[config.mk]
export PLATFORM = sky130hd
export DESIGN_NAME = mlprs_pin_states
export DESIGN_NICKNAME = d
export VERILOG_FILES = /design/src/mlprs_pkg.sv /design/src/mlprs_pin_states.sv
export SDC_FILE = /design/constraint.sdc
export NUM_CORES = 1
export LEC_CHECK = 0
export BUFFER_PORTS_ARGS = -buffer_cell sky130_fd_sc_hd__clkbuf_2
export CORE_UTILIZATION = 51
export DETAILED_ROUTE_END_ITERATION = 10
export HOLD_SLACK_MARGIN = 0.08
export PLACE_DENSITY_LB_ADDON = 0.08
export SLEW_MARGIN = 0
export SYNTH_ARGS = -nofsm -noshare
export SYNTH_HDL_FRONTEND = slang
export SYNTH_SLANG_ARGS = --single-unit
[constraint.sdc]
create_clock -name clock_in -period 2.6 [get_ports clock_in]
set_input_delay 0 -clock clock_in [delete_from_list [all_inputs] [get_ports clock_in]]
set_output_delay 0 -clock clock_in [all_outputs]
set_load 0.01 [all_outputs]
[src/mlprs_pkg.sv]
// Purpose: Shared constants and types for the low-power and reset pin states
// Assumes: One 250 MHz clock, asynchronous active-low reset
// Notes:   All pin enables are active low (low while the pin is driven)

package mlprs_pkg;

   // ---------------------------------------------------------------------
   // Widths and constant values
   // ---------------------------------------------------------------------
   localparam int         P2_W          = 5;
   localparam int         BYTE_W        = 8;
   localparam int         ADDR_W        = 16;
   localparam logic [7:0] ONES_8        = 8'hff;
   localparam logic [4:0] ONES_5        = 5'h1f;
   localparam logic [7:0] WO_READ_VALUE = 8'hff;
   localparam logic       DRIVE         = 1'h0;
   localparam logic       FLOAT         = 1'h1;
   localparam logic       LEVEL_HIGH    = 1'h1;
   localparam int         HI_LSB        = 8;

   // ---------------------------------------------------------------------
   // Power state, Gray coded along reset-active-sleep and on to standby
   // ---------------------------------------------------------------------
   typedef enum logic [1:0] {
      MLPRS_RESET   = 2'h0,
      MLPRS_ACTIVE  = 2'h1,
      MLPRS_SLEEP   = 2'h3,
      MLPRS_STANDBY = 2'h2
   } mlprs_state_t;

   // ---------------------------------------------------------------------
   // All state of the block
   // ---------------------------------------------------------------------
   typedef struct packed {
      mlprs_state_t state;
      logic         ers_s1;
      logic         ers_s2;
      logic         stb_s1;
      logic         stb_s2;
      logic         osc_s1;
      logic         osc_s2;
      logic [4:0]   hold_p2_val;
      logic [4:0]   hold_p2_oe_n;
      logic [7:0]   hold_p1_val;
      logic [7:0]   hold_p1_oe_n;
      logic [4:0]   p2_val;
      logic [4:0]   p2_oe_n;
      logic [7:0]   p1_val;
      logic [7:0]   p1_oe_n;
      logic [7:0]   hi_val;
      logic         hi_oe_n;
      logic [7:0]   ad_val;
      logic         ad_oe_n;
      logic         rw_val;
      logic         rw_oe_n;
      logic         as_val;
      logic         as_oe_n;
      logic [7:0]   rdata;
      logic         wake_vector;
      logic         wake_resume;
   } mlprs_regs_t;

   localparam mlprs_regs_t REGS_RST = '{
      state: MLPRS_RESET, ers_s1: 1'h0, ers_s2: 1'h0, stb_s1: 1'h1,
      stb_s2: 1'h1, osc_s1: 1'h0, osc_s2: 1'h0,
      hold_p2_val: 5'h0, hold_p2_oe_n: 5'h1f,
      hold_p1_val: 8'h0, hold_p1_oe_n: 8'hff,
      p2_val: 5'h0, p2_oe_n: 5'h1f, p1_val: 8'h0, p1_oe_n: 8'hff,
      hi_val: 8'h0, hi_oe_n: 1'h1, ad_val: 8'h0, ad_oe_n: 1'h1,
      rw_val: 1'h1, rw_oe_n: 1'h1, as_val: 1'h0, as_oe_n: 1'h1,
      rdata: 8'h0, wake_vector: 1'h0, wake_resume: 1'h0
   };

endpackage : mlprs_pkg

[src/mlprs_pin_states.sv]
// Purpose: Power state control and pin state selection for sleep, standby
//          and reset, in non-multiplexed and multiplexed bus modes
// Assumes: Core, bus phase and interrupt inputs are on clock_in; reset,
//          standby and oscillator-good come from outside and are synced
// Notes:   Pins except the crystal output change on the same clock as the state (registered outputs)
//
// Contract
// - Standby keeps only supply and standby input working; other pins except the crystal output float.
// - Standby ignores the crystal input and drives the crystal output high.
// - Non-multiplexed sleep: port 2 held, address and read/write high.
// - Multiplexed sleep: port 1 held, upper address and strobe live.
// - Non-multiplexed reset: ports and buses float, read/write high, strobe phased.
// - Multiplexed reset: shared address/data lines driven high in both phases.
// - A write-only register always reads back as all ones.
// - External reset is sampled on the internal clock, never asynchronously.
// - External reset has no effect until the oscillator has started.
// - Sleep halts the core, keeps registers, peripherals keep running.
// - Sleep ends on interrupt, reset or standby; masked resumes after sleep.
// - Standby request resets the core, stops clocks; left only by reset start.

`timescale 1ns/1ns
`default_nettype none

module mlprs_pin_states (
   input  wire logic       clock_in,
   input  wire logic       arst_n_in,
   input  wire logic       external_reset_n_in,
   input  wire logic       standby_request_n_in,
   input  wire logic       osc_running_in,
   input  wire logic       crystal_input_in,
   input  wire logic       mux_mode_in,
   input  wire logic       bus_phase_e_in,
   input  wire logic       sleep_instruction_in,
   input  wire logic       irq_request_in,
   input  wire logic       irq_masked_in,
   input  wire logic [15:0] core_addr_in,
   input  wire logic [7:0] core_wdata_in,
   input  wire logic       core_wdrive_in,
   input  wire logic       core_rw_in,
   input  wire logic       core_as_in,
   input  wire logic [4:0] core_p2_val_in,
   input  wire logic [4:0] core_p2_dir_in,
   input  wire logic [7:0] core_p1_val_in,
   input  wire logic [7:0] core_p1_dir_in,
   input  wire logic       wo_read_in,
   input  wire logic [7:0] reg_rdata_in,
   output logic [4:0]      port2_lines_out,
   output logic [4:0]      port2_lines_oe_n_out,
   output logic [7:0]      port1_lines_out,
   output logic [7:0]      port1_lines_oe_n_out,
   output logic [7:0]      addr_hi_out,
   output logic            addr_hi_oe_n_out,
   output logic [7:0]      addr_data_out,
   output logic            addr_data_oe_n_out,
   output logic            rw_out,
   output logic            rw_oe_n_out,
   output logic            address_strobe_out,
   output logic            address_strobe_oe_n_out,
   output logic            crystal_output_out,
   output logic            core_reset_out,
   output logic            core_halt_out,
   output logic            clocks_run_out,
   output logic            wake_vector_out,
   output logic            wake_resume_out,
   output logic [7:0]      rdata_out
);

   mlprs_pkg::mlprs_regs_t st;
   mlprs_pkg::mlprs_regs_t next_st;
   logic                   rst_req;
   logic                   standby_request_n_req;
   logic                   ph_e;

   // ---------------------------------------------------------------------
   // Next state and pin selection
   // ---------------------------------------------------------------------
   always_comb begin
      next_st        = st;
      next_st.ers_s1 = external_reset_n_in;
      next_st.ers_s2 = st.ers_s1;
      next_st.stb_s1 = standby_request_n_in;
      next_st.stb_s2 = st.stb_s1;
      next_st.osc_s1 = osc_running_in;
      next_st.osc_s2 = st.osc_s1;
      ph_e           = bus_phase_e_in;
      // Reset is blind until the oscillator is seen running
      rst_req  = !st.ers_s2 && st.osc_s2;
      standby_request_n_req = !st.stb_s2;
      next_st.wake_vector = 1'h0;
      next_st.wake_resume = 1'h0;
      next_st.rdata = wo_read_in ? mlprs_pkg::WO_READ_VALUE
                                 : reg_rdata_in;

      // Standby wins over everything, reset over sleep
      if (standby_request_n_req) begin
         next_st.state = mlprs_pkg::MLPRS_STANDBY;
      end else begin
         case (st.state)
            mlprs_pkg::MLPRS_STANDBY: begin
               // Only a reset start leaves standby
               if (rst_req) begin
                  next_st.state = mlprs_pkg::MLPRS_RESET;
               end
            end
            mlprs_pkg::MLPRS_RESET: begin
               if (st.ers_s2 && st.osc_s2) begin
                  next_st.state = mlprs_pkg::MLPRS_ACTIVE;
               end
            end
            mlprs_pkg::MLPRS_ACTIVE: begin
               if (rst_req) begin
                  next_st.state = mlprs_pkg::MLPRS_RESET;
               end else if (sleep_instruction_in) begin
                  next_st.state        = mlprs_pkg::MLPRS_SLEEP;
                  next_st.hold_p2_val  = core_p2_val_in;
                  next_st.hold_p2_oe_n = ~core_p2_dir_in;
                  next_st.hold_p1_val  = core_p1_val_in;
                  next_st.hold_p1_oe_n = ~core_p1_dir_in;
               end
            end
            mlprs_pkg::MLPRS_SLEEP: begin
               if (rst_req) begin
                  next_st.state = mlprs_pkg::MLPRS_RESET;
               end else if (irq_request_in) begin
                  next_st.state       = mlprs_pkg::MLPRS_ACTIVE;
                  next_st.wake_vector = !irq_masked_in;
                  next_st.wake_resume = irq_masked_in;
               end
            end
            default: begin
               next_st.state = mlprs_pkg::MLPRS_RESET;
            end
         endcase
      end

      // Pins: operating values first, then overridden per state
      next_st.p2_val  = core_p2_val_in;
      next_st.p2_oe_n = ~core_p2_dir_in;
      next_st.hi_val  = core_addr_in[mlprs_pkg::HI_LSB +: mlprs_pkg::BYTE_W];
      next_st.hi_oe_n = mlprs_pkg::DRIVE;
      next_st.rw_val  = core_rw_in;
      next_st.rw_oe_n = mlprs_pkg::DRIVE;
      next_st.as_val  = core_as_in;
      next_st.as_oe_n = mlprs_pkg::DRIVE;
      if (mux_mode_in) begin
         next_st.p1_val  = core_p1_val_in;
         next_st.p1_oe_n = ~core_p1_dir_in;
         next_st.ad_val  = ph_e ? core_wdata_in
                                : core_addr_in[mlprs_pkg::BYTE_W-1:0];
         next_st.ad_oe_n = (ph_e && !core_wdrive_in) ? mlprs_pkg::FLOAT
                                                     : mlprs_pkg::DRIVE;
      end else begin
         next_st.p1_val  = core_addr_in[mlprs_pkg::BYTE_W-1:0];
         next_st.p1_oe_n = {mlprs_pkg::BYTE_W{mlprs_pkg::DRIVE}};
         next_st.ad_val  = core_wdata_in;
         next_st.ad_oe_n = core_wdrive_in ? mlprs_pkg::DRIVE
                                          : mlprs_pkg::FLOAT;
      end

      case (next_st.state)
         mlprs_pkg::MLPRS_SLEEP: begin
            next_st.p2_val  = next_st.hold_p2_val;
            next_st.p2_oe_n = next_st.hold_p2_oe_n;
            next_st.rw_val  = mlprs_pkg::LEVEL_HIGH;
            if (mux_mode_in) begin
               next_st.p1_val  = next_st.hold_p1_val;
               next_st.p1_oe_n = next_st.hold_p1_oe_n;
               next_st.ad_val  = mlprs_pkg::ONES_8;
               next_st.ad_oe_n = ph_e ? mlprs_pkg::FLOAT
                                      : mlprs_pkg::DRIVE;
            end else begin
               next_st.p1_val  = mlprs_pkg::ONES_8;
               next_st.hi_val  = mlprs_pkg::ONES_8;
               next_st.ad_oe_n = mlprs_pkg::FLOAT;
            end
         end
         mlprs_pkg::MLPRS_RESET: begin
            next_st.p2_oe_n = mlprs_pkg::ONES_5;
            next_st.p1_oe_n = mlprs_pkg::ONES_8;
            next_st.hi_oe_n = mlprs_pkg::FLOAT;
            next_st.rw_val  = mlprs_pkg::LEVEL_HIGH;
            next_st.as_val  = mlprs_pkg::LEVEL_HIGH;
            next_st.as_oe_n = ph_e ? mlprs_pkg::FLOAT : mlprs_pkg::DRIVE;
            next_st.ad_val  = mlprs_pkg::ONES_8;
            // Multiplexed: high in both phases, memory must stay off
            next_st.ad_oe_n = mux_mode_in ? mlprs_pkg::DRIVE
                                          : mlprs_pkg::FLOAT;
         end
         mlprs_pkg::MLPRS_STANDBY: begin
            next_st.p2_oe_n = mlprs_pkg::ONES_5;
            next_st.p1_oe_n = mlprs_pkg::ONES_8;
            next_st.hi_oe_n = mlprs_pkg::FLOAT;
            next_st.ad_oe_n = mlprs_pkg::FLOAT;
            next_st.rw_oe_n = mlprs_pkg::FLOAT;
            next_st.as_oe_n = mlprs_pkg::FLOAT;
         end
         default: begin
         end
      endcase
   end

   always_ff @(posedge clock_in or negedge arst_n_in) begin
      if (!arst_n_in) begin
         st <= mlprs_pkg::REGS_RST;
      end else begin
         st <= next_st;
      end
   end

   // ---------------------------------------------------------------------
   // Outputs
   // ---------------------------------------------------------------------
   assign port2_lines_out         = st.p2_val;
   assign port2_lines_oe_n_out    = st.p2_oe_n;
   assign port1_lines_out         = st.p1_val;
   assign port1_lines_oe_n_out    = st.p1_oe_n;
   assign addr_hi_out             = st.hi_val;
   assign addr_hi_oe_n_out        = st.hi_oe_n;
   assign addr_data_out           = st.ad_val;
   assign addr_data_oe_n_out      = st.ad_oe_n;
   assign rw_out                  = st.rw_val;
   assign rw_oe_n_out             = st.rw_oe_n;
   assign address_strobe_out      = st.as_val;
   assign address_strobe_oe_n_out = st.as_oe_n;
   assign rdata_out               = st.rdata;
   assign wake_vector_out         = st.wake_vector;
   assign wake_resume_out         = st.wake_resume;
   // Crystal path is a gate, not a flop: the oscillator cannot wait a clock
   assign crystal_output_out = (st.state == mlprs_pkg::MLPRS_STANDBY) ?
                               mlprs_pkg::LEVEL_HIGH : !crystal_input_in;
   assign core_reset_out = (st.state == mlprs_pkg::MLPRS_RESET) ||
                           (st.state == mlprs_pkg::MLPRS_STANDBY);
   assign core_halt_out  = (st.state == mlprs_pkg::MLPRS_SLEEP);
   assign clocks_run_out = (st.state != mlprs_pkg::MLPRS_STANDBY);
endmodule : mlprs_pin_states

`default_nettype wire

==> results of run 1 <==
-- worst min-delay path: cells and delay by family --
| kind | cells | cell delay (ns) |
|---|---|---|
| and+or+nand+nor | 2 | 0.34 |
| buffers and inverters | 1 | 0.08 |
-- Yosys cell counts (2+ instances only) --
library cell and number:
nand2_1 40, nor2b_1 11, o22ai_1 13, a21oi_1 12, nor2_1 2, or2_2 10, nand3b_1 4, a211oi_1 8
nand3_1 3, mux2_2 9, o21ai_0 15, dfstp_2 33, o221ai_1 8, o211ai_1 2, or3_1 3, dfrtp_1 59
and3_1 8, a31oi_1 9, buf_4 51, buf_2 5, inv_1 14, clkbuf_1 11, mux2_4 8, nand2b_1 15
ha_1 4
-- per-layer routing --
layer	vias up	global-route usage (%)	wire, um	part of all wire (%)
met5	-	0	0	0
li1	1526	-	-	-
met4	0	8.59	180	1.9
met3	13	3.40	399	4.3
met2	98	39.9	4820	51
met1	1513	28.2	3980	42
-- cell type report --
type	count	area [um2]
Sequential cell	92	2340
Fill cell	602	2280
Timing Repair Buffer	218	1490
Multi-Input combinational cell	194	1270
Clock buffer	10	128
Tap cell	102	128
Clock inverter	6	63.8
Inverter	15	56.3
-- logic make-up after synthesis --
kind of cell | count (synthesis)
multiplexers | 18
AO/OA/AOI/OAI | 72
buffers and inverters | 83
flip-flops | 92
AND/OR/NAND/NOR | 100
adder cells (fa/ha/maj) | 4
-- per-stage QoR --
stage / instance area (um2) / worst slack [ns] / cells / power (uW) / hold slack, ns
after detailed placement: 4530 / 0.294 / 545 / 2030 / 0.0888
after floorplan: 4130 / 0.406 / 369 / 1900 / -0.296
after global placement: 4530 / 0.428 / 545 / 2020 / 0.0873
after global routing: 5490 / 0.0600 / 637 / 3180 / 0.116
final: 5490 / 0.274 / 637 / 3060 / 0.110
after CTS: 5490 / 0.280 / 637 / 3070 / 0.0949
-- power breakdown --
part / switching, uW / leakage, uW / internal (uW)
Sequential: 41.9 / 0.00106 / 1560
Clock: 517 / 0.000101 / 448
Combinational: 240 / 0.00141 / 253
-- layout by cell type (no fill, tap or decap), drive strengths merged, types with 8 or more instances in the layout --
master	netlist	final
or2	10	10
buf	57	9
mux2	18	18
a31oi	9	9
a21oi	12	12
and3	8	8
dfrtp	59	59
o221ai	8	8
nor2b	11	11
a211oi	8	8
o22ai	13	13
inv	14	16
o21ai	15	15
dfstp	33	33
nand2b	15	15
dlygate4sd3	0	76
nand2	40	40
clkbuf	11	143
-- registers in the layout (all words and copies together), names as in the netlist, 3 cells and up --
name	flops
next_st	3
port2_lines_oe_n_out	5
rdata_out	8
port1_lines_out	8
port2_lines_out	5
addr_data_out	8
addr_hi_out	8
st	31
port1_lines_oe_n_out	8
-- repair_timing --
item,in CTS,in global routing
hold buffers,76,0
gates resized for setup,0,0
endpoints found under the setup margin,0,0
hold endpoints to repair,144,0
-- worst max-delay path by stage --
stage	startpoint	cells after the start	endpoint	slack (ns)
final	st[90]	9	port1_lines_oe_n_out[2]	0.27
after global routing	st[84]	9	port1_lines_oe_n_out[3]	0.06
after CTS	st[90]	9	port1_lines_oe_n_out[2]	0.28
after floorplan	st[84]	8	port2_lines_out[2]	0.41
after detailed placement	st[90]	9	port1_lines_oe_n_out[2]	0.29
after global placement	st[91]	9	port1_lines_oe_n_out[3]	0.43
==> results.cfg, run 1 <==
[synthesis]
synth_top_area_share_pct = 35.7
synth_seq_cells = 92
yosysTopAreaCell = dfrtp_1
synthSimpleGateAreaFrac_pct = 12.7
synth-compound-area-share_pct = 11.2
syn_nets = 446
yosysSeqAreaShare_pct = 56.7
synth_cell_type_count = 37
synth.area.mux_share_pct = 5.63
yosys_warnings = 0
synthCells = 369
ys.flop_type = dfrtp_1
synth_top_family_by_area = simple AND/OR/NAND/NOR gates
netlist_area_um2 = 4130
synthXorXnorAreaFrac_pct = 0
synth_edf_count = 0
synth_adder_area_share_pct = 1.21
ys_async_sr_fraction_pct = 100
synth_area_leaders = dfrtp_1 (36%), dfstp_2 (21%), buf_4 (9.3%)
synth_area_per_cell_um2 = 11.2

[floorplan]
io-pin-count = 135
rows = 32
start_util_pct = 53.2
core-area_um2 = 7770
die_y_um = 92.0
dieWidth_um = 92.0
die-area_um2 = 8460

[timing]
tns_ns = 0
relSlewSlack_pct = 43.4
period_share_pct = 89.5
fin_skew_ns = 0.0142
rsz0062_at_grt = no
tightestPinTransition_ns = 0.849
max_freq_mhz = 430
hold_viol = 0
fin_crit_ns = 2.33
finalSetupViolCount = 0
drv_slew = 0

[job]
cap_violations = 0

[placed_design]
portBuffers = 134
gp_congestion = 0.755
dp_hpwl_um = 5740

[detailed_routing]
dr.pass1.iters = 4
wl_per_cell_um = 14.7
routed_wl_um = 9380
dr_total_vias = 3150
route.detailed.drc = 0
viasPerCell = 4.95
ant_nets = 0
drt_iter0_drc = 127

[global_routing]
track_usage_pct = 22.7
antenna_found_initial = 0
grt_pass1_vias = 3157
grt_max_degree = 69
grt_first_pass_wirelength_um = 14900
grt_overflow = 0

[clocking]
clkTransAtPathRegs_ns = 0.09
numCtsBuffers = 9
clock_path_buffers = 2
cts_tree = yes
clock_latency_ns = 0.36
h-tree-depth = 3
cts_num_sinks = 92
cts_root_buf = clkbuf_8
postCtsSetupBuffers = 0

[critical_path]
arrival_ns = 2.58
worst-r2r-setup-slack_ns = 0.27
endpoint_kind = flop
reg2regPathDepth = 9
crit_path_top_delay_cell = dfrtp_1
critPathBufInv = 2
max_stage_delay_ns = 0.45
r2r-end = port1_lines_oe_n_out[2]
setup.worst_path.start_class = flop
critPathTopFamily = simple AND/OR/NAND/NOR gates
path_cells = and3_1 > nor3_1 > nand2b_1 > inv_1 > ha_1 > inv_1 > o31a_1 > nand2b_1 > o221ai_1
critPathMaxFanout = 8
critPathKind = reg -> reg
cp_data_required_time_ns = 2.85
r2r_start = st[90]

[cells_and_area]
syn2layout_area_growth_pct = 32.8
post-route-util_pct = 70.6
drive_above_1_share_pct = 40.9
fin_nets = 607
n_antenna_cell = 0

[power_and_ir_drop]
ir_drop_uv = 334
p_leak_uw = 0.00257
power_density_nw_per_um2 = 558

[hold_path]
hold_depth = 3
hold_class = in -> reg
hold_end = wake_vector_out
hp-start = irq_request_in

[status]
outcome = complete, no violations
(Power assumes the default switching activity.)
==> inputs of run 2 (changes only) <==
--- a/config.mk
+++ b/config.mk
@@ -6,7 +6,7 @@
 export NUM_CORES = 1
 export LEC_CHECK = 0
 export BUFFER_PORTS_ARGS = -buffer_cell sky130_fd_sc_hd__clkbuf_2
-export CORE_UTILIZATION = 51
+export CORE_UTILIZATION = 54
 export DETAILED_ROUTE_END_ITERATION = 10
 export HOLD_SLACK_MARGIN = 0.08
 export PLACE_DENSITY_LB_ADDON = 0.08
==> constraint.sdc (replaced) <==
create_clock -name clock_in -period 2.7 [get_ports clock_in]
set_input_delay 0 -clock clock_in [delete_from_list [all_inputs] [get_ports clock_in]]
set_output_delay 0 -clock clock_in [all_outputs]
set_load 0.01 [all_outputs]
==> results.cfg, run 2 (synthesis results as in run 1) <==
[status]
outcome = complete, no violations

[cells_and_area]
largest_reg_flops = 31
final_cell_mix = clkbuf_2 (133), dlygate4sd3_1 (79), dfrtp_1 (59)
post-route-util_pct = 75.0
stdcell_count = 634
drive_above_1_share_pct = 40.4
syn2layout_area_growth_pct = 33.1
fillers = 513
largest-register = st
fin_nets = 607
layout_commonest_cell = clkbuf_2
n_antenna_cell = 0

[clocking]
cts_num_sinks = 92
cts_root_buf = clkbuf_8
clkTransAtPathRegs_ns = 0.09
post_cts_resized = 0
hold_buffers = 79
postCtsSetupBuffers = 0
numCtsBuffers = 9
h-tree-depth = 3
cts_tree = yes
clock_path_buffers = 2
clock_latency_ns = 0.35

[timing]
tightestPinTransition_ns = 0.945
rsz0062_at_grt = no
holdWs_ns = 0.149
period_share_pct = 93.9
relSlewSlack_pct = 37.0
tns_ns = 0
finalSetupViolCount = 0
fin_skew_ns = 0.0109
fin_crit_ns = 2.53
max_freq_mhz = 395
hold_viol = 0
drv_slew = 0

[floorplan]
core-area_um2 = 7330
start_util_pct = 56.4
io-pin-count = 135
dieWidth_um = 89.5
rows = 31
die_y_um = 89.5
die-area_um2 = 8000

[detailed_routing]
routed_wl_um = 8850
viasPerCell = 4.97
dr_total_vias = 3148
dr.pass1.iters = 5
ant_nets = 0
drt_iter0_drc = 94
wl_per_cell_um = 14.0
route.detailed.drc = 0

[placed_design]
placedCellCount = 539
gp_congestion = 0.802
dp_hpwl_um = 5500
portBuffers = 134

[critical_path]
setup.worst_path.start_class = flop
arrival_ns = 2.76
endpoint_kind = flop
critPathMaxFanout = 16
cp_data_required_time_ns = 2.92
critPathKind = reg -> reg

[power_and_ir_drop]
ir_drop_uv = 332
p_leak_uw = 0.00257
power_density_nw_per_um2 = 537

[global_routing]
grt_pass1_vias = 3134
track_usage_pct = 23.7
grt_max_degree = 77
grt_first_pass_wirelength_um = 14100
grt_overflow = 0
antenna_found_initial = 0

[hold_path]
hold_class = in -> reg

[job]
cap_violations = 0
-- run 2: changes by cell type in the layout (fill, tap and decap cells not counted), sizes merged --
cell and delta:
buf -3, dlygate4sd3 +3, clkbuf +1, clkinv -1
-- run 2: per-layer routing --
layer	GRT usage, %	vias up	wire length [um]
li1	-	1532	-
met1	29.5	1483	4000
met2	39.6	121	4230
met3	5.72	12	504
met4	9.96	0	117
met5	0	-	0
-- run 2: area by class of cell --
cell class	instances	area [um2]	area share, %
Multi-Input combinational cell	194	1270	23.1
Sequential cell	92	2340	42.6
Timing Repair Buffer	218	1500	27.3
Clock inverter	5	58.8	1.07
Tap cell	99	124	2.25
Clock buffer	11	141	2.57
Inverter	15	56.3	1.02
-- run 2: per-stage QoR --
stage / cell area [um2] / power, uW / worst slack (ns)
floorplan: 4130 / 1830 / 0.506
global placement: 4510 / 1940 / 0.334
detailed placement: 4510 / 1940 / 0.253
CTS: 5500 / 2970 / 0.237
global route: 5500 / 3090 / 0.0374
finish: 5500 / 2950 / 0.165
-- run 2: path summary, 6_finish.rpt --
| path | startpoint | endpoint | slack [ns] | cells past startpoint |
|---|---|---|---|---|
| max | st[84] | addr_data_out[7] | 0.17 | 8 |
| min | irq_request_in | wake_resume_out | 0.15 | 3 |
| max reg2reg | st[84] | addr_data_out[7] | 0.17 | 8 |
| min reg2reg | next_st[88] | st[88] | 0.35 | 0 |
| max in group asynchronous | arst_n_in | st[64] | 1.51 | 3 |
| min in group asynchronous | arst_n_in | addr_data_out[4] | 0.32 | 2 |
-- run 2: critical path, cell delays in order, from the launching register on --
cell and delay (ns):
dfrtp_1 0.39, nor2b_1 0.14, o211ai_1 0.42, inv_1 0.19, ha_1 0.27, buf_4 0.20, a21oi_1 0.49, and3_1 0.25
a31oi_1 0.04
-- run 2: power by group --
group / internal [uW] / switching (uW)
clock network: 458 / 484
registers: 1500 / 39.7
logic: 242 / 226
total: 2200 / 750
==> inputs of run 3 (changes only) <==
--- a/config.mk
+++ b/config.mk
@@ -5,12 +5,14 @@
 export SDC_FILE = /design/constraint.sdc
 export NUM_CORES = 1
 export LEC_CHECK = 0
+export ABC_AREA = 1
 export BUFFER_PORTS_ARGS = -buffer_cell sky130_fd_sc_hd__clkbuf_2
-export CORE_UTILIZATION = 54
+export CORE_UTILIZATION = 55
 export DETAILED_ROUTE_END_ITERATION = 10
 export HOLD_SLACK_MARGIN = 0.08
-export PLACE_DENSITY_LB_ADDON = 0.08
+export PLACE_DENSITY_LB_ADDON = 0.2
 export SLEW_MARGIN = 0
 export SYNTH_ARGS = -nofsm -noshare
 export SYNTH_HDL_FRONTEND = slang
 export SYNTH_SLANG_ARGS = --single-unit
+export TNS_END_PERCENT = 30
==> results.cfg, run 3 <==
[floorplan]
start_util_pct = 57.9
rows = 31
die_y_um = 90.3
die-area_um2 = 8160
dieWidth_um = 90.3
core-area_um2 = 7410
io-pin-count = 135

[detailed_routing]
drt_iter0_drc = 169
viasPerCell = 4.85
dr.pass1.iters = 5
ant_nets = 0
route.detailed.drc = 0
routed_wl_um = 10300
dr_total_vias = 3597
wl_per_cell_um = 13.8

[synthesis]
synth_top_area_share_pct = 34.4
synth_edf_count = 0
synthCells = 464
synth_area_per_cell_um2 = 9.24
yosysTopAreaCell = dfrtp_1
synth_common_cells = nand2_1 (93), dfrtp_1 (59), inv_1 (56), buf_4 (50), o21ai_0 (48)
ys.flop_type = dfrtp_1
synth_area_leaders = dfrtp_1 (34%), dfstp_2 (20%), buf_4 (8.8%)
netlist_area_um2 = 4290
synth_most_common_cell = nand2_1
synth_seq_cells = 92
synth_cell_type_count = 32
yosysSeqAreaShare_pct = 54.6
syn_nets = 541
yosys_warnings = 0
ys_async_sr_fraction_pct = 100

[critical_path]
cp-startpoint = st[86]
endpoint_kind = flop
crit_cells = 10
critPathTopFamily = buffers and inverters
crit_path_top_delay_cell = dlygate4sd3_1
critPathKind = reg -> reg
setup.worst_path.start_class = flop
cp_common_cell = o21ai_0
critPathMaxFanout = 17
path_cells = inv_1 > a21oi_2 > nand2_2 > inv_4 > ha_2 > buf_6 > o21ai_0 > o21ai_0 > dlygate4sd3_1 > o21ai_0
critPathBufInv = 4
worst-r2r-setup-slack_ns = 0.19
arrival_ns = 2.74
max_stage_delay_ns = 0.57
reg2regPathDepth = 10
cp_data_required_time_ns = 2.93
r2r_start = st[86]

[cells_and_area]
n_antenna_cell = 0
fin_nets = 715
syn2layout_area_growth_pct = 33.8
largest-register = st
drive_above_1_share_pct = 36.1
largest_reg_flops = 31
final_cell_mix = clkbuf_2 (133), nand2_1 (92), dlygate4sd3_1 (83)
layout_commonest_cell = clkbuf_2

[timing]
rsz0062_at_grt = no
layout_setup_ws_ns = 0.191
tns_ns = 0
finalSetupViolCount = 0
fin_crit_ns = 2.51
fin_skew_ns = 0.0107
relSlewSlack_pct = 34.4
drv_slew = 0
period_share_pct = 92.9
max_freq_mhz = 399
hold_viol = 0
tightestPinTransition_ns = 0.985

[global_routing]
grt_use_met3_pct = 5.39
grt.busiest_layer = met2
use_met2_pct = 46.5
antenna_found_initial = 0
grt_max_degree = 81
met1_usage_pct = 31.6
track_usage_pct = 26.1
grt_pass1_vias = 3694
grt_overflow = 0
grt_first_pass_wirelength_um = 16800

[power_and_ir_drop]
total_power_uw = 2990
p_leak_uw = 0.00293
ir_drop_uv = 282
power_density_nw_per_um2 = 520

[clocking]
clkTransAtPathRegs_ns = 0.10
clock_path_buffers = 2
cts_tree = yes
numCtsBuffers = 9
h-tree-depth = 3
cts_num_sinks = 92
clock_latency_ns = 0.36
cts_root_buf = clkbuf_8

[hold_path]
hold_depth = 5
hp-start = sleep_instruction_in
hold_class = in -> reg

[placed_design]
gp_congestion = 0.836
portBuffers = 134
dp_hpwl_um = 6180
dp_slack_ns = 0.510

[status]
outcome = complete, no violations

[job]
cap_violations = 0
## run 3: per-layer routing
| layer | vias to the layer above | routed length [um] | share of wire [%] |
|---|---|---|---|
| li1 | 1745 | - | - |
| met1 | 1690 | 4230 | 41 |
| met2 | 142 | 5330 | 52 |
| met3 | 20 | 496 | 4.8 |
| met4 | 0 | 209 | 2.0 |
| met5 | - | 0 | 0 |
## run 3: through the flow
step	instances	utilization, %	hold slack (ns)	area (um2)
3_5_place_dp	640	63.1	0.0917	4680
3_3_place_gp	640	63.1	0.0906	4680
5_1_grt	742	77.5	0.190	5740
4_1_cts	739	77.0	0.147	5710
6_report	742	77.5	0.160	5740
2_1_floorplan	464	-	-0.296	4290
## run 3: where the power goes
part	switching (uW)	internal [uW]
Clock	498	433
Combinational	271	244
Sequential	34.5	1510
Total	804	2180
## run 3: final timing paths
kind / end
min in group asynchronous: rdata_out[0]
hold / removal: st[62]
setup reg to reg: port1_lines_out[4]
setup / recovery: port1_lines_out[4]
max in group asynchronous: addr_data_oe_n_out
hold reg to reg: st[88]
## run 3: logic make-up after synthesis
logic type / after synthesis / synth area share, %
AOI/OAI and AO/OA: 84 / 10.7
buffers and inverters: 125 / 16.1
DFF: 92 / 54.6
adders and majority gates: 4 / 1.17
and+or+nand+nor: 159 / 17.4
## run 3: cell type report
| cell class | count | area (um2) |
|---|---|---|
| flip-flops and latches | 92 | 2340 |
| fillers | 524 | 1670 |
| repair buffers | 226 | 1580 |
| multi-input cells | 247 | 1260 |
| inverters | 62 | 239 |
| clock buffers | 9 | 124 |
| well taps | 99 | 124 |
| clock inverters | 7 | 73.8 |
## run 3: repair_timing
action | in CTS | in global routing
buffers inserted | 0 | 3
hold buffers | 83 | 0
setup endpoints to repair | 0 | 6
endpoints found under the hold margin | 144 | 0
resized for setup | 0 | 5
## run 3: worst register-to-register path, delay by kind of cell (launching register included)
family          cells  cell delay (ns)
flops               1             0.55
buf+inv             4             0.95
fa+ha+maj           1             0.26
simple gates        1             0.12
compound gates      4             0.49
